--- src/core/ptl_pkg.sv ---
package ptl_pkg;

    // ------------------------------------------------------------
    // Register offsets (byte addresses)
    // ------------------------------------------------------------
    localparam int          ADDR_W          = 9;
    localparam logic [8:0]  OFS_CONFIG      = 9'h180;
    localparam logic [8:0]  OFS_TGT_UPPER   = 9'h184;
    localparam logic [8:0]  OFS_TGT_LOWER   = 9'h188;
    localparam logic [8:0]  OFS_RLD_UPPER   = 9'h18c;
    localparam logic [8:0]  OFS_RLD_LOWER   = 9'h190;
    localparam logic [8:0]  OFS_STS_EN      = 9'h198;
    localparam logic [8:0]  OFS_MII_CLK_HI  = 9'h1a0;
    localparam logic [8:0]  OFS_MII_CLK_LO  = 9'h1a4;
    localparam logic [8:0]  OFS_MII_SEQ_UID = 9'h1a8;
    localparam logic [8:0]  OFS_MII_UID_LO  = 9'h1ac;
    localparam logic [8:0]  OFS_PA_CLK_HI   = 9'h1b0;
    localparam logic [8:0]  OFS_PA_CLK_LO   = 9'h1b4;
    localparam logic [8:0]  OFS_PB_CLK_HI   = 9'h1b8;
    localparam logic [8:0]  OFS_PB_CLK_LO   = 9'h1bc;
    localparam logic [8:0]  OFS_PIN_CFG     = 9'h1c0;

    // ------------------------------------------------------------
    // Config register fields and reset
    // ------------------------------------------------------------
    localparam int          CFG_LOCK_TX     = 8;
    localparam int          CFG_LOCK_B      = 6;
    localparam int          CFG_LOCK_A      = 5;
    localparam int          CFG_MODE_B_HI   = 4;
    localparam int          CFG_MODE_B_LO   = 3;
    localparam int          CFG_MODE_A_HI   = 2;
    localparam int          CFG_MODE_A_LO   = 1;
    localparam int          CFG_RELOAD_ADD  = 0;
    localparam logic [31:0] CFG_RST         = 32'h0000_0160;
    localparam logic [31:0] CFG_RW_MASK     = 32'h0000_017f;

    // ------------------------------------------------------------
    // Status / enable fields
    // ------------------------------------------------------------
    localparam int          STS_TIMER       = 0;
    localparam int          STS_PIN_A       = 1;
    localparam int          STS_PIN_B       = 2;
    localparam int          STS_MII_TX      = 3;
    localparam int          STS_MII_RX      = 4;
    localparam int          EN_SHIFT        = 16;
    localparam logic [4:0]  STS_RST         = 5'h00;
    localparam logic [4:0]  EN_RST          = 5'h00;

    // ------------------------------------------------------------
    // Pin configuration fields
    // ------------------------------------------------------------
    localparam int          PIN_OE_A        = 8;
    localparam int          PIN_OE_B        = 9;
    localparam int          PIN_POL_A       = 16;
    localparam int          PIN_POL_B       = 17;
    localparam int          PIN_BUF_A       = 24;
    localparam int          PIN_BUF_B       = 25;
    localparam logic [31:0] PIN_RW_MASK     = 32'h0301_0300 | 32'h0002_0000;
    localparam logic [31:0] PIN_CFG_RST     = 32'h0000_0000;

    // ------------------------------------------------------------
    // Event modes and timing
    // ------------------------------------------------------------
    typedef enum logic [1:0] {
        PTL_EVT_PULSE  = 2'h0,
        PTL_EVT_TOGGLE = 2'h1,
        PTL_EVT_LEVEL  = 2'h2,
        PTL_EVT_RSVD   = 2'h3
    } ptl_evt_mode_t;

    localparam int          CLK_PERIOD_NS   = 40;
    localparam int          PULSE_NS        = 100;
    localparam int          PULSE_CYC_INT   = (PULSE_NS + CLK_PERIOD_NS - 1) / CLK_PERIOD_NS;
    localparam logic [1:0]  PULSE_CYC       = 2'(PULSE_CYC_INT);

    // Capture widths
    localparam int          CLK_W           = 64;
    localparam int          UID_W           = 48;
    localparam int          SEQ_W           = 16;
    localparam int          MII_W           = CLK_W + UID_W + SEQ_W;

endpackage

--- src/core/ptl_capture_hold.sv ---
`timescale 1ns/10ps
module ptl_capture_hold #(
    parameter int W = 64
) (
    input  wire logic         i_clk,
    input  wire logic         i_reset_n,
    input  wire logic         i_clk_en,
    input  wire logic         i_capture,
    input  wire logic         i_lock_en,
    input  wire logic         i_pending,
    input  wire logic [W-1:0] i_data,
    output logic      [W-1:0] o_held
);
    import ptl_pkg::*;

    // ------------------------------------------------------------
    // Lock gate
    // ------------------------------------------------------------
    // Capture refused while locked and a previous one is unacknowledged
    wire take = i_capture & ~(i_lock_en & i_pending);

    // Stored value
    always_ff @(posedge i_clk or negedge i_reset_n) begin
        if (!i_reset_n) begin
            o_held <= '0;
        end else if (i_clk_en && take) begin
            o_held <= i_data;
        end
    end
endmodule

--- src/core/ptl_event_out.sv ---
`timescale 1ns/10ps
module ptl_event_out (
    input  wire logic                   i_clk,
    input  wire logic                   i_reset_n,
    input  wire logic                   i_clk_en,
    input  wire logic                   i_event,
    input  wire ptl_pkg::ptl_evt_mode_t i_mode,
    input  wire logic                   i_out_en,
    input  wire logic                   i_polarity,
    input  wire logic                   i_timer_flag,
    output logic                        o_pin_out,
    output logic                        o_pin_oe
);
    import ptl_pkg::*;

    logic [1:0] pulse_cnt_r;
    logic       toggle_r;
    logic       level_r;

    // ------------------------------------------------------------
    // Pulse counter and toggle state
    // ------------------------------------------------------------
    always_ff @(posedge i_clk or negedge i_reset_n) begin
        if (!i_reset_n) begin
            pulse_cnt_r <= 2'h0;
            toggle_r    <= 1'b0;
        end else if (i_clk_en) begin
            if (i_event && i_mode == PTL_EVT_PULSE) begin
                pulse_cnt_r <= PULSE_CYC;
            end else if (pulse_cnt_r != 2'h0) begin
                pulse_cnt_r <= pulse_cnt_r - 2'h1;
            end
            if (i_event && i_mode == PTL_EVT_TOGGLE) begin
                toggle_r <= ~toggle_r;
            end
        end
    end

    // Active level by mode, reserved drives inactive
    always_comb begin
        case (i_mode)
            PTL_EVT_PULSE:  level_r = (pulse_cnt_r != 2'h0);
            PTL_EVT_TOGGLE: level_r = toggle_r;
            PTL_EVT_LEVEL:  level_r = i_timer_flag;
            default:        level_r = 1'b0;
        endcase
    end

    // Registered pin drive with polarity and enable
    always_ff @(posedge i_clk or negedge i_reset_n) begin
        if (!i_reset_n) begin
            o_pin_out <= 1'b0;
            o_pin_oe  <= 1'b0;
        end else if (i_clk_en) begin
            o_pin_out <= i_out_en & (i_polarity ? level_r : ~level_r);
            o_pin_oe  <= i_out_en;
        end
    end
endmodule

--- src/core/ptl_top.sv ---
`timescale 1ns/10ps
module ptl_top (
    input  wire logic                       i_clk,
    input  wire logic                       i_reset_n,
    input  wire logic                       i_clk_en,
    // Avalon-MM slave
    input  wire logic [ptl_pkg::ADDR_W-1:0] i_avs_address,
    input  wire logic                       i_avs_read,
    input  wire logic                       i_avs_write,
    input  wire logic [31:0]                i_avs_writedata,
    input  wire logic [3:0]                 i_avs_byteenable,
    output logic      [31:0]                o_avs_readdata,
    output logic                            o_avs_waitrequest,
    // Time clock from the clock unit
    input  wire logic [ptl_pkg::CLK_W-1:0]  i_time_clock,
    // External port captures
    input  wire logic                       i_port_to_fabric_capture,
    input  wire logic                       i_fabric_to_port_capture,
    input  wire logic [ptl_pkg::UID_W-1:0]  i_source_uuid,
    input  wire logic [ptl_pkg::SEQ_W-1:0]  i_sequence_id,
    // Time pins
    input  wire logic                       i_pin_a_in,
    input  wire logic                       i_pin_b_in,
    output logic                            o_pin_a_out,
    output logic                            o_pin_a_oe,
    output logic                            o_pin_b_out,
    output logic                            o_pin_b_oe,
    output logic      [1:0]                 o_pin_buffer_type
);
    import ptl_pkg::*;

    // ------------------------------------------------------------
    // Register state
    // ------------------------------------------------------------
    logic [31:0]        config_r;
    logic [31:0]        pin_cfg_r;
    logic [31:0]        target_upper_r;
    logic [31:0]        target_lower_r;
    logic [31:0]        reload_upper_r;
    logic [31:0]        reload_lower_r;
    logic [4:0]         status_r;
    logic [4:0]         enable_r;
    logic               done_r;
    logic [31:0]        readdata_r;
    logic               pin_a_d_r;
    logic               pin_b_d_r;
    logic [MII_W-1:0]   mii_held;
    logic [CLK_W-1:0]   pin_a_held;
    logic [CLK_W-1:0]   pin_b_held;

    // ------------------------------------------------------------
    // Bus handshake
    // ------------------------------------------------------------
    // One wait cycle per access, then the access completes
    wire        req      = i_avs_read | i_avs_write;
    wire        wr_fire  = i_avs_write & done_r;
    wire        rd_latch = i_avs_read & ~done_r;
    assign o_avs_waitrequest = req & ~done_r;
    assign o_avs_readdata    = readdata_r;

    wire [31:0] be_mask  = {{8{i_avs_byteenable[3]}}, {8{i_avs_byteenable[2]}},
                            {8{i_avs_byteenable[1]}}, {8{i_avs_byteenable[0]}}};
    wire [31:0] wmask    = wr_fire ? be_mask : 32'h0000_0000;

    // Address decode
    wire hit_cfg    = (i_avs_address == OFS_CONFIG);
    wire hit_tgt_u  = (i_avs_address == OFS_TGT_UPPER);
    wire hit_tgt_l  = (i_avs_address == OFS_TGT_LOWER);
    wire hit_rld_u  = (i_avs_address == OFS_RLD_UPPER);
    wire hit_rld_l  = (i_avs_address == OFS_RLD_LOWER);
    wire hit_sts    = (i_avs_address == OFS_STS_EN);
    wire hit_mii_h  = (i_avs_address == OFS_MII_CLK_HI);
    wire hit_mii_l  = (i_avs_address == OFS_MII_CLK_LO);
    wire hit_mii_s  = (i_avs_address == OFS_MII_SEQ_UID);
    wire hit_mii_u  = (i_avs_address == OFS_MII_UID_LO);
    wire hit_pa_h   = (i_avs_address == OFS_PA_CLK_HI);
    wire hit_pa_l   = (i_avs_address == OFS_PA_CLK_LO);
    wire hit_pb_h   = (i_avs_address == OFS_PB_CLK_HI);
    wire hit_pb_l   = (i_avs_address == OFS_PB_CLK_LO);
    wire hit_pin    = (i_avs_address == OFS_PIN_CFG);

    // ------------------------------------------------------------
    // Event detection
    // ------------------------------------------------------------
    // Target compare, equal or passed
    wire [63:0] target   = {target_upper_r, target_lower_r};
    wire        cmp_evt  = (i_time_clock >= target);
    wire [63:0] tgt_add  = target + {32'h0000_0000, reload_lower_r};
    wire [63:0] tgt_nxt  = config_r[CFG_RELOAD_ADD]
                           ? {reload_upper_r, reload_lower_r}
                           : tgt_add;

    // Pin rising edges
    wire        pin_a_evt = i_pin_a_in & ~pin_a_d_r;
    wire        pin_b_evt = i_pin_b_in & ~pin_b_d_r;

    // Port 0 direction: transmit enters fabric, receive leaves it
    wire        mii_tx_evt = i_port_to_fabric_capture;
    wire        mii_rx_evt = i_fabric_to_port_capture;

    // Status set and clear, set wins over clear
    wire [4:0]  sts_set  = {mii_rx_evt, mii_tx_evt, pin_b_evt, pin_a_evt, cmp_evt};
    wire [4:0]  sts_clr  = hit_sts ? (i_avs_writedata[4:0] & wmask[4:0]) : 5'h00;
    wire [4:0]  sts_nxt  = (status_r & ~sts_clr) | sts_set;

    wire [4:0]  en_wmask = hit_sts ? wmask[EN_SHIFT+4:EN_SHIFT] : 5'h00;
    wire [4:0]  en_nxt   = (enable_r & ~en_wmask)
                           | (i_avs_writedata[EN_SHIFT+4:EN_SHIFT] & en_wmask);

    wire [31:0] cfg_wm   = hit_cfg ? (wmask & CFG_RW_MASK) : 32'h0000_0000;
    wire [31:0] cfg_nxt  = (config_r & ~cfg_wm) | (i_avs_writedata & cfg_wm);
    wire [31:0] pin_wm   = hit_pin ? (wmask & PIN_RW_MASK) : 32'h0000_0000;
    wire [31:0] pin_nxt  = (pin_cfg_r & ~pin_wm) | (i_avs_writedata & pin_wm);

    // ------------------------------------------------------------
    // Read mux, unmapped reads as zero
    // ------------------------------------------------------------
    wire [31:0] sts_word = {11'h000, enable_r, 11'h000, status_r};
    wire [31:0] rd_mux =
          ({32{hit_cfg}}   & config_r)
        | ({32{hit_tgt_u}} & target_upper_r)
        | ({32{hit_tgt_l}} & target_lower_r)
        | ({32{hit_rld_u}} & reload_upper_r)
        | ({32{hit_rld_l}} & reload_lower_r)
        | ({32{hit_sts}}   & sts_word)
        | ({32{hit_mii_h}} & mii_held[127:96])
        | ({32{hit_mii_l}} & mii_held[95:64])
        | ({32{hit_mii_s}} & mii_held[63:32])
        | ({32{hit_mii_u}} & mii_held[31:0])
        | ({32{hit_pa_h}}  & pin_a_held[63:32])
        | ({32{hit_pa_l}}  & pin_a_held[31:0])
        | ({32{hit_pb_h}}  & pin_b_held[63:32])
        | ({32{hit_pb_l}}  & pin_b_held[31:0])
        | ({32{hit_pin}}   & pin_cfg_r);

    // ------------------------------------------------------------
    // Bus state
    // ------------------------------------------------------------
    always_ff @(posedge i_clk or negedge i_reset_n) begin
        if (!i_reset_n) begin
            done_r     <= 1'b0;
            readdata_r <= 32'h0000_0000;
        end else if (i_clk_en) begin
            done_r <= req & ~done_r;
            if (rd_latch) begin
                readdata_r <= rd_mux;
            end
        end
    end

    // ------------------------------------------------------------
    // Control and status registers
    // ------------------------------------------------------------
    always_ff @(posedge i_clk or negedge i_reset_n) begin
        if (!i_reset_n) begin
            config_r  <= CFG_RST;
            pin_cfg_r <= PIN_CFG_RST;
            status_r  <= STS_RST;
            enable_r  <= EN_RST;
        end else if (i_clk_en) begin
            config_r  <= cfg_nxt;
            pin_cfg_r <= pin_nxt;
            status_r  <= sts_nxt;
            enable_r  <= en_nxt;
        end
    end

    // Target and reload, compare update wins over a software write
    always_ff @(posedge i_clk or negedge i_reset_n) begin
        if (!i_reset_n) begin
            target_upper_r <= 32'h0000_0000;
            target_lower_r <= 32'h0000_0000;
            reload_upper_r <= 32'h0000_0000;
            reload_lower_r <= 32'h0000_0000;
        end else if (i_clk_en) begin
            if (cmp_evt) begin
                target_upper_r <= tgt_nxt[63:32];
                target_lower_r <= tgt_nxt[31:0];
            end else begin
                target_upper_r <= (target_upper_r & ~(hit_tgt_u ? wmask : 32'h0))
                                | (i_avs_writedata & (hit_tgt_u ? wmask : 32'h0));
                target_lower_r <= (target_lower_r & ~(hit_tgt_l ? wmask : 32'h0))
                                | (i_avs_writedata & (hit_tgt_l ? wmask : 32'h0));
            end
            reload_upper_r <= (reload_upper_r & ~(hit_rld_u ? wmask : 32'h0))
                            | (i_avs_writedata & (hit_rld_u ? wmask : 32'h0));
            reload_lower_r <= (reload_lower_r & ~(hit_rld_l ? wmask : 32'h0))
                            | (i_avs_writedata & (hit_rld_l ? wmask : 32'h0));
        end
    end

    // Pin edge history
    always_ff @(posedge i_clk or negedge i_reset_n) begin
        if (!i_reset_n) begin
            pin_a_d_r <= 1'b0;
            pin_b_d_r <= 1'b0;
        end else if (i_clk_en) begin
            pin_a_d_r <= i_pin_a_in;
            pin_b_d_r <= i_pin_b_in;
        end
    end

    // ------------------------------------------------------------
    // Capture holders
    // ------------------------------------------------------------
    ptl_capture_hold #(.W(MII_W)) u_mii_tx_hold (
        .i_clk     (i_clk),
        .i_reset_n (i_reset_n),
        .i_clk_en  (i_clk_en),
        .i_capture (mii_tx_evt),
        .i_lock_en (config_r[CFG_LOCK_TX]),
        .i_pending (status_r[STS_MII_TX]),
        .i_data    ({i_time_clock, i_sequence_id, i_source_uuid}),
        .o_held    (mii_held)
    );

    ptl_capture_hold #(.W(CLK_W)) u_pin_a_hold (
        .i_clk     (i_clk),
        .i_reset_n (i_reset_n),
        .i_clk_en  (i_clk_en),
        .i_capture (pin_a_evt),
        .i_lock_en (config_r[CFG_LOCK_A]),
        .i_pending (status_r[STS_PIN_A]),
        .i_data    (i_time_clock),
        .o_held    (pin_a_held)
    );

    ptl_capture_hold #(.W(CLK_W)) u_pin_b_hold (
        .i_clk     (i_clk),
        .i_reset_n (i_reset_n),
        .i_clk_en  (i_clk_en),
        .i_capture (pin_b_evt),
        .i_lock_en (config_r[CFG_LOCK_B]),
        .i_pending (status_r[STS_PIN_B]),
        .i_data    (i_time_clock),
        .o_held    (pin_b_held)
    );

    // ------------------------------------------------------------
    // Pin event outputs
    // ------------------------------------------------------------
    ptl_event_out u_pin_a_evt (
        .i_clk        (i_clk),
        .i_reset_n    (i_reset_n),
        .i_clk_en     (i_clk_en),
        .i_event      (cmp_evt),
        .i_mode       (ptl_evt_mode_t'(config_r[CFG_MODE_A_HI:CFG_MODE_A_LO])),
        .i_out_en     (pin_cfg_r[PIN_OE_A]),
        .i_polarity   (pin_cfg_r[PIN_POL_A]),
        .i_timer_flag (status_r[STS_TIMER]),
        .o_pin_out    (o_pin_a_out),
        .o_pin_oe     (o_pin_a_oe)
    );

    ptl_event_out u_pin_b_evt (
        .i_clk        (i_clk),
        .i_reset_n    (i_reset_n),
        .i_clk_en     (i_clk_en),
        .i_event      (cmp_evt),
        .i_mode       (ptl_evt_mode_t'(config_r[CFG_MODE_B_HI:CFG_MODE_B_LO])),
        .i_out_en     (pin_cfg_r[PIN_OE_B]),
        .i_polarity   (pin_cfg_r[PIN_POL_B]),
        .i_timer_flag (status_r[STS_TIMER]),
        .o_pin_out    (o_pin_b_out),
        .o_pin_oe     (o_pin_b_oe)
    );

    // Buffer type passes straight to the pad
    assign o_pin_buffer_type = {pin_cfg_r[PIN_BUF_B], pin_cfg_r[PIN_BUF_A]};

endmodule

--- config.mk ---
export PLATFORM = sky130hd
export DESIGN_NAME = ptl_top
export DESIGN_NICKNAME = d
export VERILOG_FILES = /design/src/core/ptl_pkg.sv /design/src/core/ptl_capture_hold.sv /design/src/core/ptl_event_out.sv /design/src/core/ptl_top.sv
export SDC_FILE = /design/constraint.sdc
export NUM_CORES = 1
export LEC_CHECK = 0
export BUFFER_PORTS_ARGS = -buffer_cell sky130_fd_sc_hd__buf_4
export CAP_MARGIN = 0
export CORE_MARGIN = 3
export CORE_UTILIZATION = 53
export DETAILED_ROUTE_END_ITERATION = 8
export PLACE_DENSITY = 0.69
export SLEW_MARGIN = 20
export SYNTH_ARGS = -nofsm -noshare
export SYNTH_HDL_FRONTEND = slang
export SYNTH_HIERARCHICAL = 1
export SYNTH_SLANG_ARGS = --single-unit
--- constraint.sdc ---
create_clock -name i_clk -period 3.53 [get_ports i_clk]
set_clock_uncertainty 0.15 [all_clocks]
set_input_delay 0.706 -clock i_clk [delete_from_list [all_inputs] [get_ports i_clk]]
set_output_delay 0.706 -clock i_clk [all_outputs]
set_load 0.05 [all_outputs]
==> flow_summary.ini <==
[run_status]
result_of_the_run = completed

[floorplanning]
num_rows = 78
fp.dieH_um = 221
io_pins = 221
initial_core_util = 0.540
die-width_um = 221
core_area_sq_um = 45600
die_area_sq_um = 49000

[place]
detailedPlacementHpwl_um = 71600
placedInstanceArea_sq_um = 28500
gp_routability_congestion = 0.997
number_of_buffer_cells_added_on_primary_ports = 220

[power_and_ir_drop]
static-leakage-power_nw = 13.6
powerDensity_nw_per_um2 = 581
irDropWorstVdd_uv = 511
p_total_mw = 17.6

[clock_network]
worst_setup_hold_path_clk_slew_ps = 60
cts.root.buffer_cell = sky130_fd_sc_hd__clkbuf_16
ctsHtreeMaxLevel = 2
clock_latency_on_the_worst_skew_pair_ps = 610
clock_buffer_count_from_cts = 50
tritoncts = done
max-clock-path-buffers = 3
clkSinkCount = 453

[cells_and_area]
final_cell_area_sq_um = 30300
layout.nets = 2915
layout-drive-gt1-share = 0.362
area_delta_synth_final_pct = 23.3

[synth]
synth_seq_area_share = 0.461
synthArstFlopShare = 1.00
syn-num-nets = 2497
post-synth-top-area-cell = sky130_fd_sc_hd__dfrtp_1
post-synth-top-area-fraction = 0.458
post_synth.cell_area_avg_sq_um = 11.1
dominantRegCellSynth = sky130_fd_sc_hd__dfrtp_1
synth_area_sq_um = 24600
synth_enable_flop_cells = 0
yosys_warnings = 6
netlist_instances = 2216
yosys_register_bits = 453
synthTopCellsByArea = sky130_fd_sc_hd__dfrtp_1 46%, sky130_fd_sc_hd__mux2_2 15%, sky130_fd_sc_hd__ha_1 5.0%
synth_cell_type_count = 94

[detailed_routing]
detail-route-antenna-nets = 0
drt_wirelength_um = 95100
vias = 21700
post_drt_via_cell_ratio = 6.62
avgRoutedWirePerCell_um = 29.0
drc = 0
first_pass_iters = 6
number_of_drc_markers_after_the_initial_detailed_route_iteration = 2219

[critical_path]
critical_path_required_ps = 3840
timing_worst_setup_path_type = reg2reg
critical_path_arrival_ps = 3760
critPathCaptureType = flip-flop
startpoint_type = flip-flop
rr_worst_depth = 14
critPathMaxFanout = 5

[grt]
grt_max_degree = 92
total_routing_usage_reported_by_global_routing = 0.378
first_global_vias = 22400
antenna_found_initial = 3
globalRoute.totalOverflow = 0
first_pass_grt_wire_length_um = 141000

[job]
max-cap-violations = 0

[sta]
timing_max_transition_violations_final = 0
setup_viol = 0
rsz0062_at_grt = true
finalCritPeriodShare = 0.980
finalHoldViolations = 0
post-route-min-period_ps = 3460
clock.fmax_mhz = 289
tightest_slew_ps = 724
fin_tns_setup_ps = 0
timing.slew.headroom = 0.517

[worst_hold_path]
min-delay-start = i_sequence_id[14]
min-delay-path-class = in2reg
worstHoldPathCells = 2
-- where the power goes --
part           switching (mW)  internal, mW
combinational            3.11          2.57
sequential              0.661          6.10
clock                    2.23          2.94
total                    6.00          11.6
-- cell usage after synthesis (10+ instances only) --
| master | n |
|---|---|
| sky130_fd_sc_hd__dfrtp_1 | 450 |
| sky130_fd_sc_hd__mux2_2 | 329 |
| sky130_fd_sc_hd__nand2_1 | 139 |
| sky130_fd_sc_hd__a22oi_1 | 109 |
| sky130_fd_sc_hd__nor2_1 | 100 |
| sky130_fd_sc_hd__ha_1 | 98 |
| sky130_fd_sc_hd__inv_1 | 88 |
| sky130_fd_sc_hd__o21ai_0 | 84 |
| sky130_fd_sc_hd__a21oi_1 | 80 |
| sky130_fd_sc_hd__a221oi_1 | 58 |
| sky130_fd_sc_hd__clkbuf_1 | 50 |
| sky130_fd_sc_hd__o22ai_1 | 47 |
| sky130_fd_sc_hd__nand4_1 | 42 |
| sky130_fd_sc_hd__xnor2_1 | 40 |
| sky130_fd_sc_hd__nand3_1 | 34 |
| sky130_fd_sc_hd__a21o_1 | 31 |
| sky130_fd_sc_hd__a211oi_1 | 29 |
| sky130_fd_sc_hd__a22o_1 | 28 |
| sky130_fd_sc_hd__buf_2 | 28 |
| sky130_fd_sc_hd__nor3_1 | 24 |
| sky130_fd_sc_hd__buf_6 | 22 |
| sky130_fd_sc_hd__and3_1 | 20 |
| sky130_fd_sc_hd__a31oi_1 | 16 |
| sky130_fd_sc_hd__or3_1 | 15 |
| sky130_fd_sc_hd__mux2i_1 | 13 |
| sky130_fd_sc_hd__nor4_1 | 13 |
| sky130_fd_sc_hd__xor2_1 | 13 |
| sky130_fd_sc_hd__mux2_1 | 12 |
| sky130_fd_sc_hd__o211ai_1 | 12 |
| sky130_fd_sc_hd__a222oi_1 | 11 |
| sky130_fd_sc_hd__o21a_1 | 11 |
| sky130_fd_sc_hd__nand2b_1 | 10 |
-- logic make-up (layout without fill, tap and decap cells) --
kind of cell,count (synthesis),in the layout,synth area share
AOI/OAI and AO/OA,581,581,0.168
and+or+nand+nor,469,469,0.0978
DFF,453,453,0.461
muxes,354,354,0.161
buffers and inverters,207,667,0.0419
adders and majority gates,99,99,0.0507
xor gates and xnor gates,53,53,0.0189
other,0,2,0
-- metal layers --
metal,vias up,GRT usage,share of wire
li1,9220,-,-
met1,10900,0.469,0.38
met2,1230,0.619,0.47
met3,344,0.0637,0.080
met4,0,0.236,0.072
met5,-,0,0
-- worst paths after layout --
check                                                             end  slack, ps
worst max-delay path                                        flip-flop         70
worst min-delay path             u_mii_tx_hold/o_held[62]$_DFFE_PN0P_        190
worst max register to register                              flip-flop         70
worst min register to register       u_pin_b_evt/toggle_r$_DFFE_PN0P_        330
max in group asynchronous                  asynchronous set/reset pin       1790
min in group asynchronous       u_mii_tx_hold/o_held[121]$_DFFE_PN0P_        500
-- layout make-up --
type,count,area [sq um]
sequential,453,11300
fill,3589,15300
antenna,2,5.00
multi-input combinational,1556,12400
inverter,89,334
tap,600,751
clock inverter,19,131
timing repair buffer,484,3910
clock buffer,75,1500
-- worst max-delay path, cell delays in order, from the launching register on --
cell and delay (ps):
sky130_fd_sc_hd__dfrtp_1 360, sky130_fd_sc_hd__inv_1 120, sky130_fd_sc_hd__ha_1 320, sky130_fd_sc_hd__nand4_1 180, sky130_fd_sc_hd__nor4_4 440, sky130_fd_sc_hd__nand4_1 200
sky130_fd_sc_hd__nor4b_2 250, sky130_fd_sc_hd__buf_4 160, sky130_fd_sc_hd__a211oi_4 70, sky130_fd_sc_hd__buf_4 170, sky130_fd_sc_hd__a21boi_4 260, sky130_fd_sc_hd__nand2_2 110
sky130_fd_sc_hd__buf_4 190, sky130_fd_sc_hd__nor4_2 260, sky130_fd_sc_hd__nor3_1 80
-- cell usage in the layout (no fill, tap or decap), types with 42 or more instances in the layout --
cell type,netlist,layout
sky130_fd_sc_hd__a21oi_1,80,80
sky130_fd_sc_hd__a221oi_1,58,57
sky130_fd_sc_hd__a22oi_1,109,109
sky130_fd_sc_hd__buf_4,8,460
sky130_fd_sc_hd__clkbuf_16,0,51
sky130_fd_sc_hd__dfrtp_1,450,449
sky130_fd_sc_hd__ha_1,98,98
sky130_fd_sc_hd__inv_1,88,88
sky130_fd_sc_hd__mux2_2,329,329
sky130_fd_sc_hd__nand2_1,139,137
sky130_fd_sc_hd__nand4_1,42,42
sky130_fd_sc_hd__nor2_1,100,88
sky130_fd_sc_hd__o21ai_0,84,84
sky130_fd_sc_hd__o22ai_1,47,45
-- what timing repair did --
action                                  CTS  global route
resized for setup                         1            19
cloned                                    0             1
hold buffers                              1             0
setup buffers                             0             6
hold endpoints to repair                 56             0
endpoints found under the setup margin    9            48
pin swaps                                 0             7
-- per-stage QoR --
step	std cells	setup slack (ps)	utilization	hold slack [ps]
2_1_floorplan	2216	285	-	260
3_3_place_gp	3174	-429	0.626	315
3_5_place_dp	3174	-411	0.626	317
4_1_cts	3269	21.2	0.662	166
5_1_grt	3277	-88.1	0.665	175
6_report	3278	72.0	0.665	190
No activity file was read; power rests on OpenSTA's default activity.
